--- src/verilog/dce_pkg.sv ---
// Purpose: shared constants and types for the context entry decoder
// Assumes: 32-bit classic Wishbone register access, byte addresses
// Notes:   entry bits 95:72 are stored by software but not decoded here
package dce_pkg;

  // register byte offsets
  localparam logic [7:0] DCE_OFS_ENTRY_LO  = 8'h00; // entry bits 31:0
  localparam logic [7:0] DCE_OFS_ENTRY_MID = 8'h04; // entry bits 63:32
  localparam logic [7:0] DCE_OFS_ENTRY_HI  = 8'h08; // entry bits 95:64
  localparam logic [7:0] DCE_OFS_CAPS      = 8'h0C; // capability setup
  localparam logic [7:0] DCE_OFS_STATUS    = 8'h10; // read-only status
  localparam int         DCE_NUM_RW        = 4;

  // context entry field positions (in the 96-bit stored image)
  localparam int DCE_B_PRESENT   = 0;
  localparam int DCE_B_FLT_SUPP  = 1;
  localparam int DCE_B_TT_LO     = 2;
  localparam int DCE_B_RSV_LO    = 4;
  localparam int DCE_B_RSV_HI    = 11;
  localparam int DCE_B_ROOT_LO   = 12;
  localparam int DCE_B_ROOT_HI   = 63;
  localparam int DCE_B_AW_LO     = 64;
  localparam int DCE_B_SPARE_LO  = 67; // software_spare_bits, never read
  localparam int DCE_B_RSV_TOP   = 71;
  localparam int DCE_PAGE_SHIFT  = 12;

  // capability register field positions
  localparam int DCE_C_HPW_LO    = 0;  // host_phys_width, 7 bits
  localparam int DCE_C_BMAP_LO   = 8;  // supported_width_bitmap, 5 bits
  localparam int DCE_C_DEVCACHE  = 13; // device_side_cache_support
  localparam int DCE_C_PASSTHRU  = 14; // passthrough_support
  localparam int DCE_C_MGW_LO    = 16; // max_guest_width, 7 bits
  localparam logic [31:0] DCE_CAPS_RST = 32'h0030_7430;

  // walk width codes
  localparam logic [2:0] DCE_AW_30 = 3'h0;
  localparam logic [2:0] DCE_AW_39 = 3'h1;
  localparam logic [2:0] DCE_AW_48 = 3'h2;
  localparam logic [2:0] DCE_AW_64 = 3'h4;
  localparam logic [6:0] DCE_W_30  = 7'h1E;
  localparam logic [6:0] DCE_W_39  = 7'h27;
  localparam logic [6:0] DCE_W_48  = 7'h30;
  localparam logic [6:0] DCE_W_64  = 7'h40;
  localparam logic [2:0] DCE_LV_2  = 3'h2;
  localparam logic [2:0] DCE_LV_3  = 3'h3;
  localparam logic [2:0] DCE_LV_4  = 3'h4;
  localparam logic [2:0] DCE_LV_6  = 3'h6;

  // translation type codes
  typedef enum logic [1:0] {
    DCE_TT_UNTR_ONLY = 2'h0,
    DCE_TT_ALL       = 2'h1,
    DCE_TT_PASS      = 2'h2,
    DCE_TT_RSVD      = 2'h3
  } dce_tt_type;

  // kinds of incoming request
  typedef enum logic [1:0] {
    DCE_RQ_UNTRANSLATED = 2'h0,
    DCE_RQ_TRANSLATED   = 2'h1,
    DCE_RQ_XLATE_REQ    = 2'h2
  } dce_kind_type;

  // verdict on a request
  typedef enum logic [1:0] {
    DCE_ACT_BLOCK = 2'h0,
    DCE_ACT_PASS  = 2'h1,
    DCE_ACT_WALK  = 2'h3
  } dce_act_type;

  typedef struct packed {
    dce_kind_type kind;
    logic [63:0]  addr;
  } dce_req_type;

  typedef struct packed {
    dce_act_type  act;
    logic [2:0]   levels;      // walk depth when act is walk
    logic [51:0]  root_page;   // table_root_pointer, 4KB frame number
    logic         fault;       // remapping fault detected
    logic         fault_report;// fault to be recorded and reported
    logic         cfg_fault;   // entry programming fault
    logic         platform_err;// above max_guest_width, not a fault
  } dce_rsp_type;

endpackage

--- src/verilog/dce_decode.sv ---
// Purpose: decode a context entry and judge each DMA request against it
// Assumes: request inputs synchronous to clk_sys_i; one verdict per request
// Notes:   verdict appears on the cycle after the request is presented
//
// Local design decisions: the Wishbone slave port and the register addresses.
`timescale 1ns/1ps
`default_nettype none

module dce_decode (
  input  wire logic                 clk_sys_i,
  input  wire logic                 rst_b_i,
  // classic wishbone slave
  input  wire logic                 wb_cyc_i,
  input  wire logic                 wb_stb_i,
  input  wire logic                 wb_we_i,
  input  wire logic [7:0]           wb_adr_i,
  input  wire logic [3:0]           wb_sel_i,
  input  wire logic [31:0]          wb_dat_i,
  output logic      [31:0]          wb_dat_o,
  output logic                      wb_ack_o,
  // request in, verdict out
  input  wire logic                 req_valid_i,
  input  wire dce_pkg::dce_req_type req_i,
  output logic                      rsp_valid_o,
  output dce_pkg::dce_rsp_type      rsp_o
);

  logic [31:0]          regs_r [dce_pkg::DCE_NUM_RW];
  logic                 ack_r;
  logic [31:0]          rdat_r;
  logic                 rsp_valid_r;
  dce_pkg::dce_rsp_type rsp_r;
  dce_pkg::dce_rsp_type rsp_nxt;

  // bus decode
  wire        bus_go   = wb_cyc_i & wb_stb_i & ~ack_r;
  wire        wr_go    = wb_cyc_i & wb_stb_i & wb_we_i & ack_r; // at ack
  wire [2:0]  reg_idx  = wb_adr_i[4:2];
  wire        hit_rw   = (wb_adr_i < dce_pkg::DCE_OFS_STATUS) &
                         (wb_adr_i[1:0] == 2'h0);
  wire        hit_stat = (wb_adr_i == dce_pkg::DCE_OFS_STATUS);

  // stored entry image and capability fields
  wire [95:0] entry   = {regs_r[2], regs_r[1], regs_r[0]};
  wire [31:0] caps    = regs_r[3];
  wire [6:0]  hpw     = caps[dce_pkg::DCE_C_HPW_LO +: 7];
  wire [4:0]  bmap    = caps[dce_pkg::DCE_C_BMAP_LO +: 5];
  wire        dc_sup  = caps[dce_pkg::DCE_C_DEVCACHE];
  wire        pt_sup  = caps[dce_pkg::DCE_C_PASSTHRU];
  wire [6:0]  mgw     = caps[dce_pkg::DCE_C_MGW_LO +: 7];

  // entry fields; bits 70:67 are left unread
  wire        present  = entry[dce_pkg::DCE_B_PRESENT];
  wire        flt_supp = entry[dce_pkg::DCE_B_FLT_SUPP];
  wire [1:0]  tt_raw   = entry[dce_pkg::DCE_B_TT_LO +: 2];
  wire [2:0]  aw_code  = entry[dce_pkg::DCE_B_AW_LO +: 3];
  wire [51:0] root_pg  = entry[dce_pkg::DCE_B_ROOT_HI:dce_pkg::DCE_B_ROOT_LO];
  wire [63:0] root_adr = 64'(root_pg) << dce_pkg::DCE_PAGE_SHIFT;
  wire        rsv_set  = (|entry[dce_pkg::DCE_B_RSV_HI:dce_pkg::DCE_B_RSV_LO])
                       | entry[dce_pkg::DCE_B_RSV_TOP];

  // width code to width and depth
  logic [6:0] aw_width;
  logic [2:0] aw_levels;
  logic       aw_known;
  always_comb begin
    aw_width  = dce_pkg::DCE_W_64;
    aw_levels = dce_pkg::DCE_LV_6;
    aw_known  = 1'b1;
    unique case (aw_code)
      dce_pkg::DCE_AW_30: begin
        aw_width  = dce_pkg::DCE_W_30;
        aw_levels = dce_pkg::DCE_LV_2;
      end
      dce_pkg::DCE_AW_39: begin
        aw_width  = dce_pkg::DCE_W_39;
        aw_levels = dce_pkg::DCE_LV_3;
      end
      dce_pkg::DCE_AW_48: begin
        aw_width  = dce_pkg::DCE_W_48;
        aw_levels = dce_pkg::DCE_LV_4;
      end
      dce_pkg::DCE_AW_64: begin
        aw_width  = dce_pkg::DCE_W_64;
        aw_levels = dce_pkg::DCE_LV_6;
      end
      default: aw_known = 1'b0;
    endcase
  end

  // width code must be defined and listed as supported; codes above the
  // bitmap read as unsupported instead of indexing past it
  wire [7:0] bmap_ext = {3'h0, bmap};
  wire       aw_ok    = aw_known & bmap_ext[aw_code];

  // translation type with capability-dependent reserved encodings
  wire tt_multi = (tt_raw == dce_pkg::DCE_TT_UNTR_ONLY) |
                  (tt_raw == dce_pkg::DCE_TT_ALL);
  wire tt_bad   = (tt_raw == dce_pkg::DCE_TT_RSVD)
                | ((tt_raw == dce_pkg::DCE_TT_ALL) & ~dc_sup)
                | ((tt_raw == dce_pkg::DCE_TT_PASS) & ~pt_sup);

  // root pointer high bits above host width are reserved for walks
  wire root_bad = tt_multi & (|(root_adr >> hpw));

  // programming fault only counts for a present entry
  wire cfg_bad  = present & (rsv_set | tt_bad | ~aw_ok | root_bad);

  // request address range checks
  wire over_aw  = (aw_width != dce_pkg::DCE_W_64) &
                  (|(req_i.addr >> aw_width));
  wire over_mgw = (mgw < dce_pkg::DCE_W_64) &
                  (|(req_i.addr >> mgw)) &
                  (req_i.kind != dce_pkg::DCE_RQ_TRANSLATED);

  // kind accepted by the selected type
  logic kind_ok;
  always_comb begin
    kind_ok = 1'b0;
    unique case (tt_raw)
      dce_pkg::DCE_TT_UNTR_ONLY:
        kind_ok = (req_i.kind == dce_pkg::DCE_RQ_UNTRANSLATED);
      dce_pkg::DCE_TT_ALL:
        kind_ok = 1'b1;
      dce_pkg::DCE_TT_PASS:
        kind_ok = (req_i.kind == dce_pkg::DCE_RQ_UNTRANSLATED);
      dce_pkg::DCE_TT_RSVD:
        kind_ok = 1'b0;
    endcase
  end

  // verdict terms, each one step further down the priority chain
  wire blk_absent = ~present;
  wire blk_cfg    = present & cfg_bad;
  wire pass_cfg   = present & ~cfg_bad;
  wire blk_plat   = pass_cfg & over_mgw;
  wire pass_plat  = pass_cfg & ~over_mgw;
  wire blk_kind   = pass_plat & (~kind_ok | over_aw);
  wire go_ok      = pass_plat & kind_ok & ~over_aw;
  wire go_walk    = go_ok & tt_multi;
  wire go_pass    = go_ok & ~tt_multi;
  wire any_fault  = blk_absent | blk_cfg | blk_kind;

  // verdict for the current request
  always_comb begin
    rsp_nxt              = '0;
    rsp_nxt.act          = dce_pkg::DCE_ACT_BLOCK;
    if (go_walk) begin
      rsp_nxt.act        = dce_pkg::DCE_ACT_WALK;
      rsp_nxt.levels     = aw_levels;
      rsp_nxt.root_page  = root_pg;
    end else if (go_pass) begin
      rsp_nxt.act        = dce_pkg::DCE_ACT_PASS;
    end
    rsp_nxt.fault        = any_fault;
    rsp_nxt.fault_report = any_fault & ~flt_supp;
    rsp_nxt.cfg_fault    = cfg_bad;
    rsp_nxt.platform_err = blk_plat;
  end

  // next value of each stored word: a selected byte lane takes bus data
  wire [31:0] word_nxt [dce_pkg::DCE_NUM_RW];
  genvar gw, gl;
  generate
    for (gw = 0; gw < dce_pkg::DCE_NUM_RW; gw++) begin : g_word
      wire word_hit = wr_go & hit_rw & (reg_idx[1:0] == 2'(gw));
      for (gl = 0; gl < 4; gl++) begin : g_lane
        wire lane_wr = word_hit & wb_sel_i[gl];
        assign word_nxt[gw][8*gl +: 8] = lane_wr ? wb_dat_i[8*gl +: 8]
                                                 : regs_r[gw][8*gl +: 8];
      end
    end
  endgenerate

  // stored words; a single process owns the whole array
  always_ff @(posedge clk_sys_i or negedge rst_b_i) begin
    if (!rst_b_i) begin
      regs_r[0] <= 32'h0000_0000;
      regs_r[1] <= 32'h0000_0000;
      regs_r[2] <= 32'h0000_0000;
      regs_r[3] <= dce_pkg::DCE_CAPS_RST;
    end else begin
      regs_r <= word_nxt;
    end
  end

  // status word: live decode in the low bits, last verdict above them
  wire [3:0]  stat_live = {cfg_bad, present, tt_bad, aw_ok};
  wire [8:0]  stat_last = {rsp_r.platform_err, rsp_r.cfg_fault,
                           rsp_r.fault_report, rsp_r.fault, rsp_r.act,
                           rsp_r.levels};
  wire [31:0] stat_word = {19'h0_0000, stat_last, stat_live};

  // read select; unmapped reads return zero
  wire [31:0] rd_rw   = hit_rw ? regs_r[reg_idx[1:0]] : 32'h0000_0000;
  wire [31:0] rd_stat = hit_stat ? stat_word : 32'h0000_0000;
  wire [31:0] rd_mux  = rd_rw | rd_stat;

  // bus answer one cycle after the strobe; unmapped reads return zero
  always_ff @(posedge clk_sys_i or negedge rst_b_i) begin
    if (!rst_b_i) begin
      ack_r  <= 1'b0;
      rdat_r <= 32'h0000_0000;
    end else begin
      ack_r  <= bus_go;
      rdat_r <= rd_mux;
    end
  end

  // registered verdict
  always_ff @(posedge clk_sys_i or negedge rst_b_i) begin
    if (!rst_b_i) begin
      rsp_valid_r <= 1'b0;
      rsp_r       <= '0;
    end else begin
      rsp_valid_r <= req_valid_i;
      if (req_valid_i) begin
        rsp_r <= rsp_nxt;
      end
    end
  end

  assign wb_ack_o    = ack_r;
  assign wb_dat_o    = rdat_r;
  assign rsp_valid_o = rsp_valid_r;
  assign rsp_o       = rsp_r;

endmodule

`default_nettype wire

--- config.mk ---
export PLATFORM = sky130hd
export DESIGN_NAME = dce_decode
export DESIGN_NICKNAME = d
export VERILOG_FILES = /design/src/verilog/dce_pkg.sv /design/src/verilog/dce_decode.sv
export SDC_FILE = /design/constraint.sdc
export NUM_CORES = 1
export LEC_CHECK = 0
export ABC_CLOCK_PERIOD_IN_PS = 4100
export BUFFER_PORTS_ARGS = -buffer_cell sky130_fd_sc_hd__buf_2
export CORE_AREA = 5 5 172 174
export CTS_BUF_LIST = sky130_fd_sc_hd__clkbuf_2 sky130_fd_sc_hd__clkbuf_4 sky130_fd_sc_hd__clkbuf_8
export CTS_CLUSTER_SIZE = 10
export DETAILED_ROUTE_END_ITERATION = 8
export DIE_AREA = 0 0 177 179
export HOLD_SLACK_MARGIN = 0.1
export PLACE_DENSITY_LB_ADDON = 0.1
export SETUP_SLACK_MARGIN = 0.3
export SLEW_MARGIN = 20
export SYNTH_ARGS = -nofsm -noshare
export SYNTH_HDL_FRONTEND = slang
export SYNTH_SLANG_ARGS = --single-unit
--- constraint.sdc ---
create_clock -name clk_sys_i -period 4.1 [get_ports clk_sys_i]
set_input_delay 0.205 -clock clk_sys_i [delete_from_list [all_inputs] [get_ports clk_sys_i]]
set_output_delay 0.205 -clock clk_sys_i [all_outputs]
set_load 0.02 [all_outputs]
==> metrics.yaml <==
status: "finished, final reports clean"
syn_inst: 1458
core_region_area_um2: 27600
grt_pass1_vias: 12962
drt_first_pass_iters: 5
root_buffer: "clkbuf_8"
mostFrequentLayoutCells: "213 x dfrtp_1, 208 x buf_2, 145 x mux2_2"
cp_slowest_cell: "dfrtp_4"
cts_buffer_depth: 3
clk_latency_ns: 0.55
cp_num_buf_inv: 2
vias: 13209
tns_ns: 0
ys_seq_elements: 223
hold_violations: 0
place_hpwl_mm: 35.2
p_sw_mw: 1.22
grt_use_total_pct: 30.0
routed_wl_mm: 48.5
clk_pin_slew_ns: 0.06
cp.required_ns: 4.52
ant_nets: 0
relSlewSlack_pct: 36.9
syn_area_um2: 14700
ys_types: 78
drc: 0
end_kind: "flop"
syn_nets: 1574
p_leak_nw: 7.66
grt_pass1_wl_mm: 74.6
clkPwrFrac_pct: 46.1
row_count: 61
p_per_area_nw_per_um2: 280
start_kind: "flop"
die-area_um2: 31700
fmax_mhz: 278
fillers: 2320
power.internal_mw: 3.69
post_dp_cell_area_um2: 16200
drv_slew: 0
via_per_inst: 6.26
htreeDepth: 2
path_cells: "mux4_2 -> o21a_1 -> a21oi_1 -> nand4_1 -> a211oi_1 -> nand4_1 -> a2111oi_4 -> buf_4 -> o221ai_4 -> buf_12 -> o22ai_1"
initial_core_util_pct: 53.4
die_y_um: 179
power_mw: 4.91
synth_edf_count: 0
power_frac_seq_pct: 45.0
gp_congestion: 0.951
port_buffers: 210
grt_max_degree: 96
swShare_pct: 24.9
yosys_most_used_dff: "dfrtp_1"
antenna_found_initial: 3
critPathMaxFanout: 40
die_x_um: 177
crit_top_cell: "nand4_1"
drive_gt1_share_pct: 34.9
worst_pin_slew_ns: 0.947
async_flop_share_pct: 100
cts_made_buffers: 40
syn-mean-instance-area_um2: 10.1
yosysSeqAreaShare_pct: 37.9
yosysWarnings: 0
final_common_cell: "dfrtp_1"
setup_viol: 0
min_period_ns: 3.60
drv_cap: 0
globalRouteOverflowTotal: 0
drt_iter0_drc: 1331
cts_tree: "built"
grt_setup_unrepaired: "false"
design_area_um2: 17600
pre_cts_ws_ns: 0.312
wl_per_cell_um: 23.0
hold_class: "in2reg"
arrival_ns: 4.03
slowest_delay_ns: 0.72
nets: 1812
ioPinCount: 211
combPwrFrac_pct: 8.9
post-route-period-util_pct: 87.9
whs_ns: 0.148
peakVddDrop_v: 0.000264
skew_ns: 0.0451
crit_family: "compound AO/OA/AOI/OAI gates"
final.setup.worst_slack_ns: 0.497
critical_path_class: "reg2reg"
numClockSinks: 223
area_growth_pct: 19.0
==> cell families after synthesis <==
| kind of cell | share of synthesized area [%] |
|---|---|
| flip-flops | 37.9 |
| AO/OA/AOI/OAI | 17.8 |
| buffers and inverters | 6.76 |
| XOR/XNOR | 0.0594 |
| multiplexers | 22.9 |
| AND/OR/NAND/NOR | 14.5 |
==> flip-flops by register name (all words and copies together), names as in the netlist <==
name and count:
entry 93, rsp_o 61, caps 32, wb_dat_o 32, aw_code 3, rsp_valid_o 1, wb_ack_o 1
==> power groups by stage <==
| stage | registers (mW) | clock network, mW | logic, mW |
|---|---|---|---|
| 6_report | 2.21 | 2.26 | 0.440 |
| 5_1_grt | 2.21 | 2.40 | 0.480 |
| 4_1_cts | 2.21 | 2.30 | 0.434 |
| 3_5_place_dp | 2.25 | 0 | 0.405 |
| 3_3_place_gp | 2.25 | 0 | 0.404 |
| 2_1_floorplan | 2.25 | 0 | 0.188 |
==> through the flow <==
step	util (%)	cells
4_1_cts	63.1	2098
2_1_floorplan	-	1458
3_3_place_gp	58.6	1989
6_report	63.5	2109
3_5_place_dp	58.6	1989
5_1_grt	63.5	2108
==> routing by layer <==
metal | wire length, µm | global-route usage, %
met2 | 23000 | 48.1
met4 | 1550 | 11.2
met3 | 3730 | 4.96
met1 | 20200 | 41.5
met5 | 0 | 0
==> area by class of cell <==
| class | instances | area (µm²) | share of cell area, % |
|---|---|---|---|
| Antenna cell | 4 | 10.0 | 0.0570 |
| Timing Repair Buffer | 300 | 1920 | 10.9 |
| Sequential cell | 223 | 5600 | 31.9 |
| Multi-Input combinational cell | 1005 | 8200 | 46.7 |
| Tap cell | 378 | 473 | 2.69 |
| Clock inverter | 5 | 67.6 | 0.385 |
| Clock buffer | 68 | 817 | 4.65 |
| Inverter | 126 | 473 | 2.69 |
==> worst register-to-register path, delay by kind of cell, from the launching register on <==
kind | cells | cell delay (ns)
AOI/OAI and AO/OA | 6 | 1.56
muxes | 1 | 0.45
DFF | 1 | 0.72
and+or+nand+nor | 2 | 0.38
buffers and inverters | 2 | 0.40
==> path summary, 6_finish.rpt <==
kind                            cells past startpoint  slack (ns)            to         from
worst min register to register                      1        0.45      wb_ack_o     wb_ack_o
max in group asynchronous                           3        2.72   wb_dat_o[6]      rst_b_i
worst max register to register                     11        0.50      rsp_o[6]     caps[17]
worst min-delay path                                4        0.15   wb_dat_o[2]  wb_adr_i[4]
worst max-delay path                               11        0.50      rsp_o[6]     caps[17]
min in group asynchronous                           2        0.24  wb_dat_o[20]      rst_b_i
==> cells in the mapped netlist, types with 6 or more instances <==
cell type / n / area [µm²]
dfrtp_1: 215 / 5380
mux2_2: 145 / 1630
inv_1: 126 / 473
nand2_1: 83 / 312
nor2_1: 75 / 282
a21oi_1: 60 / 300
clkbuf_1: 55 / 206
mux2i_1: 53 / 531
mux4_2: 51 / 1150
nor3_1: 49 / 245
o22ai_2: 39 / 488
o21ai_0: 35 / 175
nand3_1: 32 / 160
o22ai_1: 32 / 200
nand2b_1: 28 / 175
a211oi_1: 23 / 173
and2_1: 23 / 144
nor2b_1: 23 / 144
buf_2: 20 / 100
or3_1: 18 / 113
nand4_1: 17 / 106
nor4_1: 16 / 100
a221oi_1: 15 / 131
a22oi_1: 14 / 105
a32oi_1: 12 / 105
a31oi_1: 11 / 68.8
buf_1: 11 / 41.3
buf_6: 11 / 124
nor3b_1: 10 / 75.1
nand3b_1: 9 / 67.6
a22o_1: 8 / 70.1
dfstp_2: 8 / 210
o211ai_1: 8 / 60.1
o32ai_1: 8 / 70.1
buf_4: 7 / 52.6
o2111ai_1: 6 / 52.6
o221ai_1: 6 / 52.6
or4_1: 6 / 45.0
==> what timing repair did <==
item | 4_1_cts | 5_1_grt
hold endpoints to repair | 210 | 0
gates resized for setup | 0 | 4
endpoints found under the setup margin | 0 | 58
setup buffers | 0 | 7
hold buffers | 36 | 0
No activity file was read; power rests on OpenSTA's default activity.
